<file path="src/hw/otpc_pkg.sv">
// package for the one-time-programmable memory host controller
// assumes one 200 MHz clock; supply switches are outside, driven by levels from here
package otpc_pkg;

    localparam int ADDR_W = 19;
    localparam int DATA_W = 16;
    localparam int PAGE_WORDS = 8;
    localparam int PULSE_US = 50;
    localparam int CLK_MHZ = 200;
    localparam int PULSE_CYC = PULSE_US * CLK_MHZ;
    localparam int MAX_PULSES = 25;
    localparam int SETTLE_CYC = 4;
    localparam int ACCESS_CYC = 32;
    localparam int PAGE_CYC = 16;
    localparam int SUPPLY_CYC = 200;

    typedef enum logic [2:0] {
        OTPC_CMD_READ,
        OTPC_CMD_PROG,
        OTPC_CMD_IDENT,
        OTPC_CMD_VERIFY_ALL
    } otpc_cmd_t;

    typedef struct packed {
        otpc_cmd_t             cmd;
        logic [ADDR_W-1:0]     addr;
        logic [ADDR_W-1:0]     last;
        logic                  byte_mode;
        logic                  byte_hi;
    } otpc_req_t;

    typedef struct packed {
        logic                  ce_n;
        logic                  oe_n;
        logic                  prog_supply;
        logic                  core_high;
        logic                  ident_hv;
        logic                  byte_sel_n;
        logic [ADDR_W-1:0]     addr;
    } otpc_pins_t;

endpackage : otpc_pkg

</file>
<file path="src/hw/otpc_timer.sv">
// down-counter used for pulse width and settle waits
// assumes load and count in one clock domain
module otpc_timer #(
    parameter int W = 16
) (
    input  wire logic         i_clk_sys,   // clock
    input  wire logic         i_arst_n,    // async reset
    input  wire logic         i_load,      // start count
    input  wire logic [W-1:0] i_value,     // cycles to wait
    output logic              o_done       // level, count at zero
);
    logic [W-1:0] count;

    always_ff @(posedge i_clk_sys or negedge i_arst_n) begin
        if (!i_arst_n) begin
            count <= '0;
        end else if (i_load) begin
            count <= i_value;
        end else if (count != '0) begin
            count <= count - W'(1);
        end
    end

    assign o_done = (count == '0) && !i_load;
endmodule : otpc_timer

</file>
<file path="src/hw/otpc_host.sv">
// host controller driving a one-time-programmable memory by its pins
// assumes device pins are sampled synchronously; supplies switched by external drivers
module otpc_host #(
    parameter int PULSE_CYCLES = otpc_pkg::PULSE_CYC,
    parameter int MAX_PULSE_CNT = otpc_pkg::MAX_PULSES
) (
    input  wire logic                       i_clk_sys,     // 200 MHz clock
    input  wire logic                       i_arst_n,      // async reset, low
    input  wire logic                       i_req_valid,   // request pulse
    input  wire otpc_pkg::otpc_req_t        i_req,         // request fields
    input  wire logic [15:0]                i_wdata,       // word to program
    input  wire logic [14:0]                i_data_lines,  // data pins in
    input  wire logic                       i_top_data,    // shared top pin in
    output logic                            o_busy,        // operation running
    output logic                            o_done,        // one-cycle done
    output logic                            o_error,       // verify failure
    output logic [15:0]                     o_rdata,       // read result
    output otpc_pkg::otpc_pins_t            o_pins,        // control pins
    output logic [14:0]                     o_data_lines,  // data pins out
    output logic                            o_data_oe,     // data pins driven
    output logic                            o_top_data,    // top pin out
    output logic                            o_top_oe       // top pin driven
);
    typedef enum logic [3:0] {
        S_IDLE, S_SUPPLY, S_SETUP, S_PULSE, S_VSETUP, S_VSAMPLE,
        S_READ, S_NEXT, S_FINISH
    } otpc_state_t;

    otpc_state_t          state;
    otpc_pkg::otpc_req_t  req;
    logic [4:0]           pulses;
    logic                 tmr_load;
    logic [15:0]          tmr_value;
    logic                 tmr_done;
    logic [18:0]          prev_addr;
    logic                 page_hit;
    logic [15:0]          sample;
    logic                 is_prog;
    logic                 match;
    logic                 page_end;

    // ****************************************
    // read-back and timing selection
    // ****************************************
    assign sample = req.byte_mode ? {8'h00, i_data_lines[7:0]}
                                  : {i_top_data, i_data_lines};
    assign page_hit = (prev_addr[18:3] == req.addr[18:3]) && !o_pins.ce_n;
    assign is_prog = (req.cmd == otpc_pkg::OTPC_CMD_PROG);
    assign match = (sample == i_wdata);
    assign page_end = (req.addr[2:0] == 3'h7);

    otpc_timer #(.W(16)) u_timer (
        .i_clk_sys (i_clk_sys),
        .i_arst_n  (i_arst_n),
        .i_load    (tmr_load),
        .i_value   (tmr_value),
        .o_done    (tmr_done)
    );

    // ****************************************
    // sequencer
    // ****************************************
    always_ff @(posedge i_clk_sys or negedge i_arst_n) begin
        if (!i_arst_n) begin
            state        <= S_IDLE;
            req          <= '0;
            pulses       <= 5'h00;
            tmr_load     <= 1'b0;
            tmr_value    <= 16'h0000;
            prev_addr    <= 19'h00000;
            o_busy       <= 1'b0;
            o_done       <= 1'b0;
            o_error      <= 1'b0;
            o_rdata      <= 16'h0000;
            o_pins       <= '{ce_n: 1'b1, oe_n: 1'b1, prog_supply: 1'b0, core_high: 1'b0,
                              ident_hv: 1'b0, byte_sel_n: 1'b1, addr: 19'h00000};
            o_data_lines <= 15'h0000;
            o_data_oe    <= 1'b0;
            o_top_data   <= 1'b0;
            o_top_oe     <= 1'b0;
        end else begin
            tmr_load <= 1'b0;
            o_done   <= 1'b0;
            case (state)
                S_IDLE: begin
                    if (i_req_valid) begin
                        req     <= i_req;
                        o_busy  <= 1'b1;
                        o_error <= 1'b0;
                        pulses  <= 5'h00;
                        o_pins.byte_sel_n <= !i_req.byte_mode;
                        if (i_req.cmd == otpc_pkg::OTPC_CMD_PROG) begin
                            o_pins.prog_supply <= 1'b1;
                            o_pins.core_high   <= 1'b1;
                            o_pins.oe_n        <= 1'b1;
                            o_pins.ce_n        <= 1'b1;
                            o_pins.byte_sel_n  <= 1'b1;
                            tmr_value <= 16'(otpc_pkg::SUPPLY_CYC);
                            tmr_load  <= 1'b1;
                            state     <= S_SUPPLY;
                        end else begin
                            o_pins.ident_hv <= (i_req.cmd == otpc_pkg::OTPC_CMD_IDENT);
                            if (i_req.cmd == otpc_pkg::OTPC_CMD_IDENT) begin
                                o_pins.addr <= {18'h00000, i_req.addr[0]};
                            end else begin
                                o_pins.addr <= i_req.addr;
                            end
                            o_top_oe   <= i_req.byte_mode;
                            o_top_data <= i_req.byte_hi;
                            o_pins.ce_n <= 1'b0;
                            o_pins.oe_n <= 1'b0;
                            tmr_value <= 16'((page_hit && i_req.addr[18:3] == prev_addr[18:3])
                                         ? otpc_pkg::PAGE_CYC : otpc_pkg::ACCESS_CYC);
                            tmr_load  <= 1'b1;
                            state     <= S_READ;
                        end
                    end else begin
                        o_pins.ce_n <= 1'b1;
                        o_pins.oe_n <= 1'b1;
                    end
                end
                S_SUPPLY, S_SETUP: begin
                    o_pins.addr  <= req.addr;
                    o_data_lines <= i_wdata[14:0];
                    o_top_data   <= i_wdata[15];
                    o_data_oe    <= 1'b1;
                    o_top_oe     <= 1'b1;
                    if (tmr_done && !tmr_load) begin
                        if (state == S_SUPPLY) begin
                            tmr_value <= 16'(otpc_pkg::SETTLE_CYC);
                            tmr_load  <= 1'b1;
                            state     <= S_SETUP;
                        end else begin
                            o_pins.ce_n <= 1'b0;
                            pulses      <= pulses + 5'h01;
                            // load and done each add a cycle of low time
                            tmr_value   <= 16'(PULSE_CYCLES - 2);
                            tmr_load    <= 1'b1;
                            state       <= S_PULSE;
                        end
                    end
                end
                S_PULSE: begin
                    if (tmr_done && !tmr_load) begin
                        // data held past the rising edge of the pulse
                        o_pins.ce_n <= 1'b1;
                        tmr_value   <= 16'(otpc_pkg::SETTLE_CYC);
                        tmr_load    <= 1'b1;
                        state       <= S_VSETUP;
                    end
                end
                S_VSETUP: begin
                    // data released a cycle before output enable drops
                    o_pins.oe_n <= o_data_oe;
                    o_data_oe   <= 1'b0;
                    o_top_oe    <= 1'b0;
                    if (tmr_done && !tmr_load) begin
                        tmr_value <= 16'(otpc_pkg::ACCESS_CYC);
                        tmr_load  <= 1'b1;
                        state     <= S_VSAMPLE;
                    end
                end
                S_VSAMPLE: begin
                    if (tmr_done && !tmr_load) begin
                        o_pins.oe_n <= 1'b1;
                        o_rdata     <= sample;
                        if (match) begin
                            state <= S_NEXT;
                        end else if (pulses >= 5'(MAX_PULSE_CNT)) begin
                            o_error <= 1'b1;
                            state   <= S_NEXT;
                        end else begin
                            tmr_value <= 16'(otpc_pkg::SETTLE_CYC);
                            tmr_load  <= 1'b1;
                            state     <= S_SETUP;
                        end
                    end
                end
                S_READ: begin
                    if (tmr_done && !tmr_load) begin
                        o_rdata   <= sample;
                        prev_addr <= req.addr;
                        if (req.cmd == otpc_pkg::OTPC_CMD_VERIFY_ALL && sample != i_wdata) begin
                            o_error <= 1'b1;
                        end
                        state <= S_NEXT;
                    end
                end
                S_NEXT: begin
                    pulses <= 5'h00;
                    if ((is_prog || req.cmd == otpc_pkg::OTPC_CMD_VERIFY_ALL)
                        && req.addr != req.last) begin
                        req.addr <= req.addr + 19'h00001;
                        o_pins.addr <= req.addr + 19'h00001;
                        o_pins.oe_n <= is_prog;
                        tmr_value <= 16'(is_prog ? otpc_pkg::SETTLE_CYC
                                     : (page_end ? otpc_pkg::ACCESS_CYC
                                     : otpc_pkg::PAGE_CYC));
                        tmr_load  <= 1'b1;
                        state     <= is_prog ? S_SETUP : S_READ;
                    end else begin
                        state <= S_FINISH;
                    end
                end
                S_FINISH: begin
                    o_pins.ce_n        <= 1'b1;
                    o_pins.oe_n        <= 1'b1;
                    o_pins.prog_supply <= 1'b0;
                    o_pins.core_high   <= 1'b0;
                    o_pins.ident_hv    <= 1'b0;
                    o_data_oe          <= 1'b0;
                    o_top_oe           <= 1'b0;
                    o_busy             <= 1'b0;
                    o_done             <= 1'b1;
                    state              <= S_IDLE;
                end
                default: begin
                    state <= S_IDLE;
                end
            endcase
        end
    end
endmodule : otpc_host

</file>
<file path="config.mk">
export PLATFORM = sky130hd
export DESIGN_NAME = otpc_host
export DESIGN_NICKNAME = d
export VERILOG_FILES = /design/src/hw/otpc_pkg.sv /design/src/hw/otpc_timer.sv /design/src/hw/otpc_host.sv
export SDC_FILE = /design/constraint.sdc
export NUM_CORES = 1
export LEC_CHECK = 0
export BUFFER_PORTS_ARGS = -buffer_cell sky130_fd_sc_hd__buf_4
export CORE_UTILIZATION = 25
export CTS_BUF_LIST = sky130_fd_sc_hd__clkbuf_4 sky130_fd_sc_hd__clkbuf_8
export DETAILED_ROUTE_END_ITERATION = 6
export RECOVER_POWER = 100
export SLEW_MARGIN = 30
export SYNTH_ARGS = -nofsm -noshare
export SYNTH_HDL_FRONTEND = slang
export SYNTH_SLANG_ARGS = --single-unit
</file>
<file path="constraint.sdc">
create_clock -name i_clk_sys -period 2.55 [get_ports i_clk_sys]
set_clock_uncertainty 0.05 [all_clocks]
set_input_delay 0.51 -clock i_clk_sys [delete_from_list [all_inputs] [get_ports i_clk_sys]]
set_output_delay 0.51 -clock i_clk_sys [all_outputs]
set_load 0.01 [all_outputs]
</file>
After elaboration in Yosys (flattened, before gate mapping)
Cells that the tools add are included.
{"block": "op_classes", "addsub": 3, "order_cmp": 1, "n_eq_ne": 32, "muxes": 77, "reduce_logical": 44}
{"op": "$mux 16", "count": 11}
{"op": "$pmux 16 s6", "count": 1}
{"op": "$mux 19", "count": 3}
{"op": "$pmux 19 s3", "count": 1}
{"op": "$eq 16x16->1", "count": 3}
{"op": "$mux 40", "count": 1}
{"op": "$pmux 19 s2", "count": 1}
{"op": "$mux 4", "count": 7}
{"op": "$ne 2x2->1 const B", "count": 14}
{"op": "$pmux 4 s7", "count": 1}
{"op": "$mux 1", "count": 25}
{"op": "$mux 23", "count": 1}
{"op": "$add 19x1->19 const B", "count": 1}
{"op": "$ne 19x19->1", "count": 1}
{"op": "$mux 6", "count": 3}
{"op": "$reduce_and 3->1", "count": 6}
{"op": "$eq 4x3->1 const B", "count": 4}
{"op": "$logic_not 16->1", "count": 1}
{"op": "$ne 16x16->1", "count": 1}
{"op": "$reduce_bool 16->1", "count": 1}
{"op": "$sub 16x1->16 const B", "count": 1}
{"op": "$mux 5", "count": 3}
{"op": "$pmux 5 s3", "count": 1}
{"op": "$mux 14", "count": 1}
{"op": "32 further kinds", "count": 64}
{"block": "word_totals", "regBits": 166, "input_bits": 78, "output_inout_bits": 62, "wordCells": 183}

Logic depth before layout (Yosys ltp)
Gate-level depths: netlist of the first run.
{"block": "depth", "ltp_word": 7, "depth_mapped": 10}

Cells and area by module
From an unflattened synthesis of the first run, not the netlist that was laid out.
{"block": "hier_totals", "cells_unflattened": 920, "hier_area_um2": 8130.3}
{"module": "otpc_host", "n_inst": 1, "cells_per_inst": 813, "area_per_inst_um2": 7175.6, "seq_area_each_um2": 3382.0}
{"module": "otpc_timer", "n_inst": 1, "cells_per_inst": 107, "area_per_inst_um2": 954.7, "seq_area_each_um2": 400.4}

Worst setup path before layout of the first run
Ideal clock, no wire load.
{"block": "synth_timing", "kind": "input port to flip-flop", "from": "input i_wdata[7]", "to": "register tmr_value[10]", "setup_time_ns": 0.125, "arrival_ns": 2.130, "t_required_ns": 2.375, "slack_ns": 0.245, "path_stages": 7, "path_cell_list": "xor2_1 > nor4_1 > and4_1 > o2111ai_1 > a211o_1 > a31oi_4 > mux2_4"}
{"block": "synth_between", "elab_chain_len": 3}
{"item": "start: declaration", "line": "otpc_host.sv:11", "text": "input wire logic [15:0] i_wdata,"}
{"item": "$eq 16x16->1", "line": "otpc_host.sv:49", "text": "assign match = (sample == i_wdata);"}
{"item": "$ne 2x2->1 (no line)"}
{"item": "$reduce_and 9->1 (no line)"}
{"item": "end signal: assignment", "line": "otpc_host.sv:98", "text": "tmr_value <= 16'(otpc_pkg::SUPPLY_CYC);"}
{"item": "end signal: assignment", "line": "otpc_host.sv:112", "text": "tmr_value <= 16'((page_hit && i_req.addr[18:3] == prev_addr[18:3])"}
{"item": "end signal: assignment", "line": "otpc_host.sv:130", "text": "tmr_value <= 16'(otpc_pkg::SETTLE_CYC);"}
{"item": "end: declaration", "line": "otpc_host.sv:33", "text": "logic [15:0] tmr_value;"}
No other way between the ends.
A chain may end at the register's enable or synchronous reset.

Worst setup path after layout of the first run
{"block": "layout_timing", "from": "register state[1]", "to": "register o_pins[0] in the netlist's numbering"}
{"block": "layout_between", "elab_chain_len": 4, "elab_cells_between_ends": 11, "classes_between": "6 x eq/ne; 1 x mux; 4 x reduce/logical"}
{"item": "start: declaration", "line": "otpc_host.sv:29", "text": "otpc_state_t state;"}
{"item": "start signal: assignment", "line": "otpc_host.sv:200", "text": "state <= is_prog ? S_SETUP : S_READ;"}
{"item": "$eq 4x1->1 or $eq 4x2->1 (tied branches)", "line": "otpc_host.sv:84", "text": "case (state)"}
{"item": "$reduce_or 2->1", "line": "otpc_host.sv:84"}
{"item": "$reduce_bool 3->1 (no line)"}
{"item": "$reduce_and 4->1 (no line)"}
{"item": "end signal: assignment", "line": "otpc_host.sv:75", "text": "o_pins <= '{ce_n: 1'b1, oe_n: 1'b1, prog_supply: 1'b0, core_high: 1'b0,"}
{"item": "end: declaration", "line": "otpc_host.sv:18", "text": "output otpc_pkg::otpc_pins_t o_pins,"}
Parallel ways exist; a longest one is shown, timed or not.

==> results of run 1 <==
## worst min path at each step
stage                            to  slack, ns  depth (start not counted)
global route             o_pins[19]       0.14                          2
detailed placement  o_data_lines[0]       0.41                          2
CTS                      o_pins[19]       0.11                          2
finish                   o_pins[19]       0.16                          2
floorplan                    o_busy       0.16                          0
global placement    o_data_lines[1]       0.41                          2
## flip-flops by register name, indices dropped and copies added (netlist names), 4 cells and up
signal and count:
o_rdata 16, o_data_lines 15, req 42, pulses 5, tmr_value 6, o_pins 24, prev_addr 16, state 4
u_timer.count 16
## layout make-up
class / count / area share [%]
clock buffers: 23 / 3.074
clock inverters: 8 / 0.9419
diodes: 1 / 0.02479
inverters: 15 / 0.5577
repair buffers: 200 / 12.83
well taps: 402 / 4.982
flip-flops and latches: 151 / 37.46
multi-input cells: 660 / 40.13
## per-layer routing
metal  up-vias  wire (um)
met5         -          0
met4         0        642
met3        39       1092
met2       184      11120
met1      3423      11120
li1       3423          -
## stage by stage
step                utilization, %  worst slack (ns)  area [sq um]
floorplan                        -            0.2450          8115
global placement             31.41          -0.06168          9963
detailed placement           31.41          -0.07090          9963
CTS                          32.72           0.09926         10380
global route                 31.82          0.002261         10090
finish                       31.83            0.1684         10100
## logic make-up (layout without fill, tap and decap cells)
| logic type | Yosys count | after routing | share of synthesized area, % |
|---|---|---|---|
| simple gates | 381 | 381 | 22.06 |
| mux | 52 | 52 | 7.431 |
| other cells | 0 | 1 | 0 |
| xor+xnor | 55 | 55 | 5.936 |
| fa+ha+maj | 6 | 6 | 0.9250 |
| buf+inv | 75 | 246 | 3.793 |
| flops | 151 | 151 | 46.61 |
| compound gates | 166 | 166 | 13.24 |
## cell usage in the layout (no fill, tap or decap), types with 5 or more instances in the layout
master     netlist  routed
a221o_1         15      15
buf_4            1     119
ha_1             6       6
o22ai_1          9       9
or3_1            6       6
clkbuf_2         0       6
clkbuf_1        43      65
nor2_1          62      62
and3_1          17      17
clkbuf_8         0      22
mux2_4           5       5
nor4_1           7       7
o21ai_0         52      52
clkbuf_4         0       6
mux2_2          46      46
inv_1           15      15
a31oi_1          8       8
nand3_1         21      21
xor2_1          20      20
o2bb2ai_1        7       7
a21oi_1         45      45
nor3b_1          6       5
nand2b_1         8       8
nand2_1        183     183
xnor2_1         35      35
nor3_1          31      30
dfrtp_1        148     148
nand4_1         13      13
## power by group
| group | switching, W | internal (W) |
|---|---|---|
| Clock | 0.000894 | 0.000999 |
| Sequential | 0.000794 | 0.00321 |
| Combinational | 0.00279 | 0.00215 |
## timing repair
action / in CTS / in global routing
hold endpoints to repair: 48 / 0
hold buffers: 1 / 0
resized for setup: 0 / 3
endpoints found under the setup margin: 0 / 20
==> impl_metrics.ini, run 1 <==
[outcome]
status = complete, no violations

[place]
dp_hpwl_um = 18020
port_buffers = 139
dp.cells = 1427
gp_congestion = 0.8809

[synth]
synth_cell_types = 63
yosysTopAreaCell = dfrtp_1
synth_nets = 970
yosysSeqAreaShare_pct = 46.61
yosys_warnings = 0
synth_common_cells = nand2_1 (183), dfrtp_1 (148), nor2_1 (62)
netlist_instances = 886
synth.ff_latch_count = 151
synth_edf_count = 0
synth_ff_type = dfrtp_1
yosysTopAreaCellShare_pct = 45.64
mappedNetlistArea_sq_um = 8115
syn_avg_cell_area_sq_um = 9.159
synth-async-reset-ratio_pct = 100.0
synth_most_common_cell = nand2_1
synthTopCellsByArea = dfrtp_1 (46%), nand2_1 (8.5%), mux2_2 (6.4%)

[critical_path]
cpMostUsedCell = nand2_1
crit_chain = clkbuf_1 -> nand2_1 -> nor2_1 -> buf_4 -> nand2_1 -> a31oi_1 -> o22ai_1 -> mux2_2
reg2reg_to = o_pins[0]
r2r_start = state[1]
worst-path-buf-inv = 2
crit_path_top_delay_cell = dfrtp_1
crit_family = simple AND/OR/NAND/NOR gates
critical_path_class = flop to flop
worst_ep_arrival_time_ns = 2.69
cp-start-kind = flop
required_ns = 2.85
worstSetupStartpoint = state[1]
cp.depth = 8
crit_end = o_pins[0]
path_max_fanout = 9
r2r_setup_slack_ns = 0.17
slowest_delay_ns = 0.46
critPathCaptureType = flop
reg2regPathDepth = 8

[worst_hold_path]
hold_path.class = input port to flop
hold_start = i_req[1]

[clock_network]
post-cts-setup-buffer-count = 0
clock-sinks = 151
cts.path.max_buffers = 2
clk_pin_slew_ns = 0.08
htree_levels = 4
cts_buffers = 17
root_buffer = clkbuf_8
clk_latency_ns = 0.46
cts_tree = done

[cells_and_area]
final_cell_count_no_fill = 1460
regArea_sq_um = 3782
drive_gt1_share_pct = 22.14
area_growth_pct = 24.41
n_fill_cell = 3356
multiInputGateArea_sq_um = 4051
nNetsFinal = 1129

[sta]
rsz0062_at_grt = no
hold_violations = 0
hold_slack_ns = 0.1588
setup_viol = 0
slew_headroom_pct = 10.01
fmax_ghz = 0.4199
post-route-min-period_ns = 2.382
worst_slew_pin_slew_ns = 1.350
drv_slew = 0
fin_tns_setup_ns = 0
finalCritPeriodShare_pct = 93.40

[route]
viasPerCell = 4.842
drc_errors = 0
wire_per_inst_um = 16.42
drt_iter0_markers = 399
drt_wl_total_um = 23970
vias = 7069
antenna_left = 0
drtPass1Iterations = 5

[global_routing]
gr-total-overflow = 0
grt_max_degree = 54
busiest_layer = met2
grtUsageMet3_pct = 3.233
gr-usage-met1_pct = 19.83
antenna_found_initial = 1
grt_first_pass_wirelength_um = 38040
track_usage_pct = 14.83
grt_pass1_vias = 6957
use_met2_pct = 23.14

[power_and_ir_drop]
vdd_drop_max_mv = 0.3868
leakagePower_nw = 4.555
p_per_area_nw_per_um2 = 1074
total_power_w = 0.01084

[die]
chipHeight_um = 182.2
io_pins = 140
initial_utilization_pct = 25.59
fp.coreArea_sq_um = 31720
rows = 65
die_x_um = 182.2
die_area_sq_um = 33190

[run]
cap_violations = 0
No activity file was read; power rests on OpenSTA's default activity.
==> run 2: changes to the inputs <==
SYNTH_HIERARCHICAL = 1   (was default)
==> impl_metrics.ini, run 2 <==
[sta]
fin_ws_ns = -0.4879
slew_headroom_pct = 29.69
hold_violations = 0
fmax_ghz = 0.3292
fin_tns_setup_ns = -20.76
finalCritPeriodShare_pct = 119.1
worst_slew_pin_slew_ns = 1.055
drv_slew = 0
post-route-min-period_ns = 3.038
setup_viol = 65
rsz0062_at_grt = yes

[route]
wire_per_inst_um = 16.43
viasPerCell = 4.813
drt_iter0_markers = 536
drt_wl_total_um = 25800
drc_errors = 0
vias = 7557
antenna_left = 0
drtPass1Iterations = 5

[clock_network]
root_buffer = clkbuf_8
cts_buffers = 17
clk_pin_slew_ns = 0.10
cts_tree = done
cts.path.max_buffers = 2
clk_latency_ns = 0.49
clock-sinks = 151
htree_levels = 4

[critical_path]
cpMostUsedCell = or3_4
critical_path_class = flop to flop
cp-start-kind = flop
worst-path-buf-inv = 1
required_ns = 2.87
critPathCaptureType = flop
r2r_setup_slack_ns = -0.49
crit_family = simple AND/OR/NAND/NOR gates
worst_ep_arrival_time_ns = 3.36
path_max_fanout = 4
crit_chain = or4_4 -> or3_4 -> or3_4 -> nor2_8 -> nor2b_4 -> buf_6 -> nand2_4 -> o311ai_4 -> mux2_4
slowest_delay_ns = 0.54
crit_path_top_delay_cell = or4_4

[synth]
synth_common_cells = nand2_1 (184), dfrtp_1 (148), nor2_1 (81)
synthAdderAreaFrac_pct = 0.7695
syn_avg_cell_area_sq_um = 8.837
synth_xor_area_share_pct = 5.386
yosys.area_share.simple_pct = 23.99
netlist_instances = 920
synth_ff_type = dfrtp_1
yosysSeqAreaShare_pct = 46.52
synthTopCellsByArea = dfrtp_1 (46%), nand2_1 (8.5%), nor2_1 (3.7%)
yosys_warnings = 6
synth.ff_latch_count = 151
synth_most_common_cell = nand2_1
mappedNetlistArea_sq_um = 8130
synth_edf_count = 0
synth-async-reset-ratio_pct = 100.0
synth_compound_area_share_pct = 14.90
yosysTopAreaCell = dfrtp_1
yosysTopAreaCellShare_pct = 45.55
synth_top_family_by_area = simple AND/OR/NAND/NOR gates
synth_cell_types = 74
muxShareOfSynthArea_pct = 4.432

[cells_and_area]
final_common_cell = nand2_1
stdcell_area_sq_um = 10720
top_regs = req: 42 flops, o_pins: 24 flops
area_growth_pct = 31.90
final_cell_mix = nand2_1 (174), buf_4 (153), dfrtp_1 (146), nor2_1 (78), clkbuf_1 (67)
largest_reg_flops = 42
nNetsFinal = 1205
regMostFlops = req
drive_gt1_share_pct = 25.46
diodes = 0

[global_routing]
grt_max_degree = 53
grt_pass1_vias = 7144
track_usage_pct = 15.59
grt_first_pass_wirelength_um = 40160
gr-total-overflow = 0
antenna_found_initial = 0

[run]
cap_violations = 0

[die]
chipHeight_um = 182.3
die_x_um = 182.3
fp.coreArea_sq_um = 31800
io_pins = 140
die_area_sq_um = 33250
rows = 65
initial_utilization_pct = 25.57

[place]
dp_hpwl_um = 18390
place_area_sq_um = 10240
dp_slack_ns = -0.4560
gp_congestion = 0.8509
port_buffers = 139

[power_and_ir_drop]
vdd_drop_max_mv = 0.5255
total_power_w = 0.01203
p_per_area_nw_per_um2 = 1122
leakagePower_nw = 4.805

[outcome]
status = complete, but fails checks
violations = negative setup slack

[worst_hold_path]
hold_path.class = input port to flop
## run 2: changes by cell type after synthesis, moves of 10 or more
cell,change
a21oi_1,+14
a221o_1,-14
a221oi_1,+14
mux2_2,-20
nor2_1,+19
nor3_1,-10
xnor2_1,-15
xor2_1,+10
## run 2: worst reg2reg max path, stage by stage (launching register included)
cell      delay (ns)
dfrtp_1         0.39
or4_4           0.54
or3_4           0.35
or3_4           0.38
nor2_8          0.15
nor2b_4         0.16
buf_6           0.13
nand2_4         0.05
o311ai_4        0.39
mux2_4          0.34
## run 2: where the power goes
| part | total, W | switching, W | leakage (nW) | internal [W] |
|---|---|---|---|---|
| clock | 0.00191 | 0.00110 | 0.195 | 0.000814 |
| sequential | 0.00401 | 0.000695 | 1.86 | 0.00332 |
| combinational | 0.00611 | 0.00360 | 2.75 | 0.00251 |
| total | 0.0120 | 0.00539 | 4.80 | 0.00664 |
## run 2: path summary, 6_finish.rpt
check / from / to / depth (start not counted)
worst max-delay path: u_timer/count[13] / tmr_value[2] / 9
worst min-delay path: i_req[1] / o_pins[19] / 2
min in group asynchronous: i_arst_n / o_pins[12] / 2
max in group asynchronous: i_arst_n / o_rdata[14] / 3
worst min register to register: req[40] / req[40] / 2
worst max register to register: u_timer/count[13] / tmr_value[2] / 9
## run 2: cells by family after synthesis
| group | count (synthesis) |
|---|---|
| AO/OA/AOI/OAI | 192 |
| XOR/XNOR | 50 |
| AND/OR/NAND/NOR | 411 |
| other | 1 |
| multiplexers | 32 |
| buffers and inverters | 78 |
| flip-flops | 151 |
| adder cells (fa/ha/maj) | 5 |
## run 2: area by class of cell
class / count / area (sq um)
clock buffers: 17 / 234.0
repair buffers: 243 / 1708
multi-input cells: 695 / 4243
fillers: 3337 / 21080
inverters: 14 / 52.55
flip-flops and latches: 151 / 3785
clock inverters: 15 / 157.7
well taps: 435 / 544.3
## run 2: what timing repair did
action	4_1_cts	5_1_grt
cloned	1	2
resized for setup	21	63
endpoints found under the hold margin	33	0
hold buffers	1	0
pin swaps	4	23
endpoints found under the setup margin	69	62
setup buffers	4	6
## run 2: per-layer routing
metal  routed length (um)  track usage [%]
met4                  480            4.706
met1                11470            20.40
met5                    0                0
met2                12540            25.56
met3                 1312            3.532
## run 2: stage by stage
step | hold slack, ns | instances | util [%]
final | 0.1310 | 1570 | 33.72
after global routing | 0.1195 | 1570 | 33.72
after CTS | 0.1021 | 1563 | 33.87
after detailed placement | 0.4084 | 1525 | 32.19
after global placement | 0.3995 | 1525 | 32.19
after floorplan | 0.1644 | 924 | -
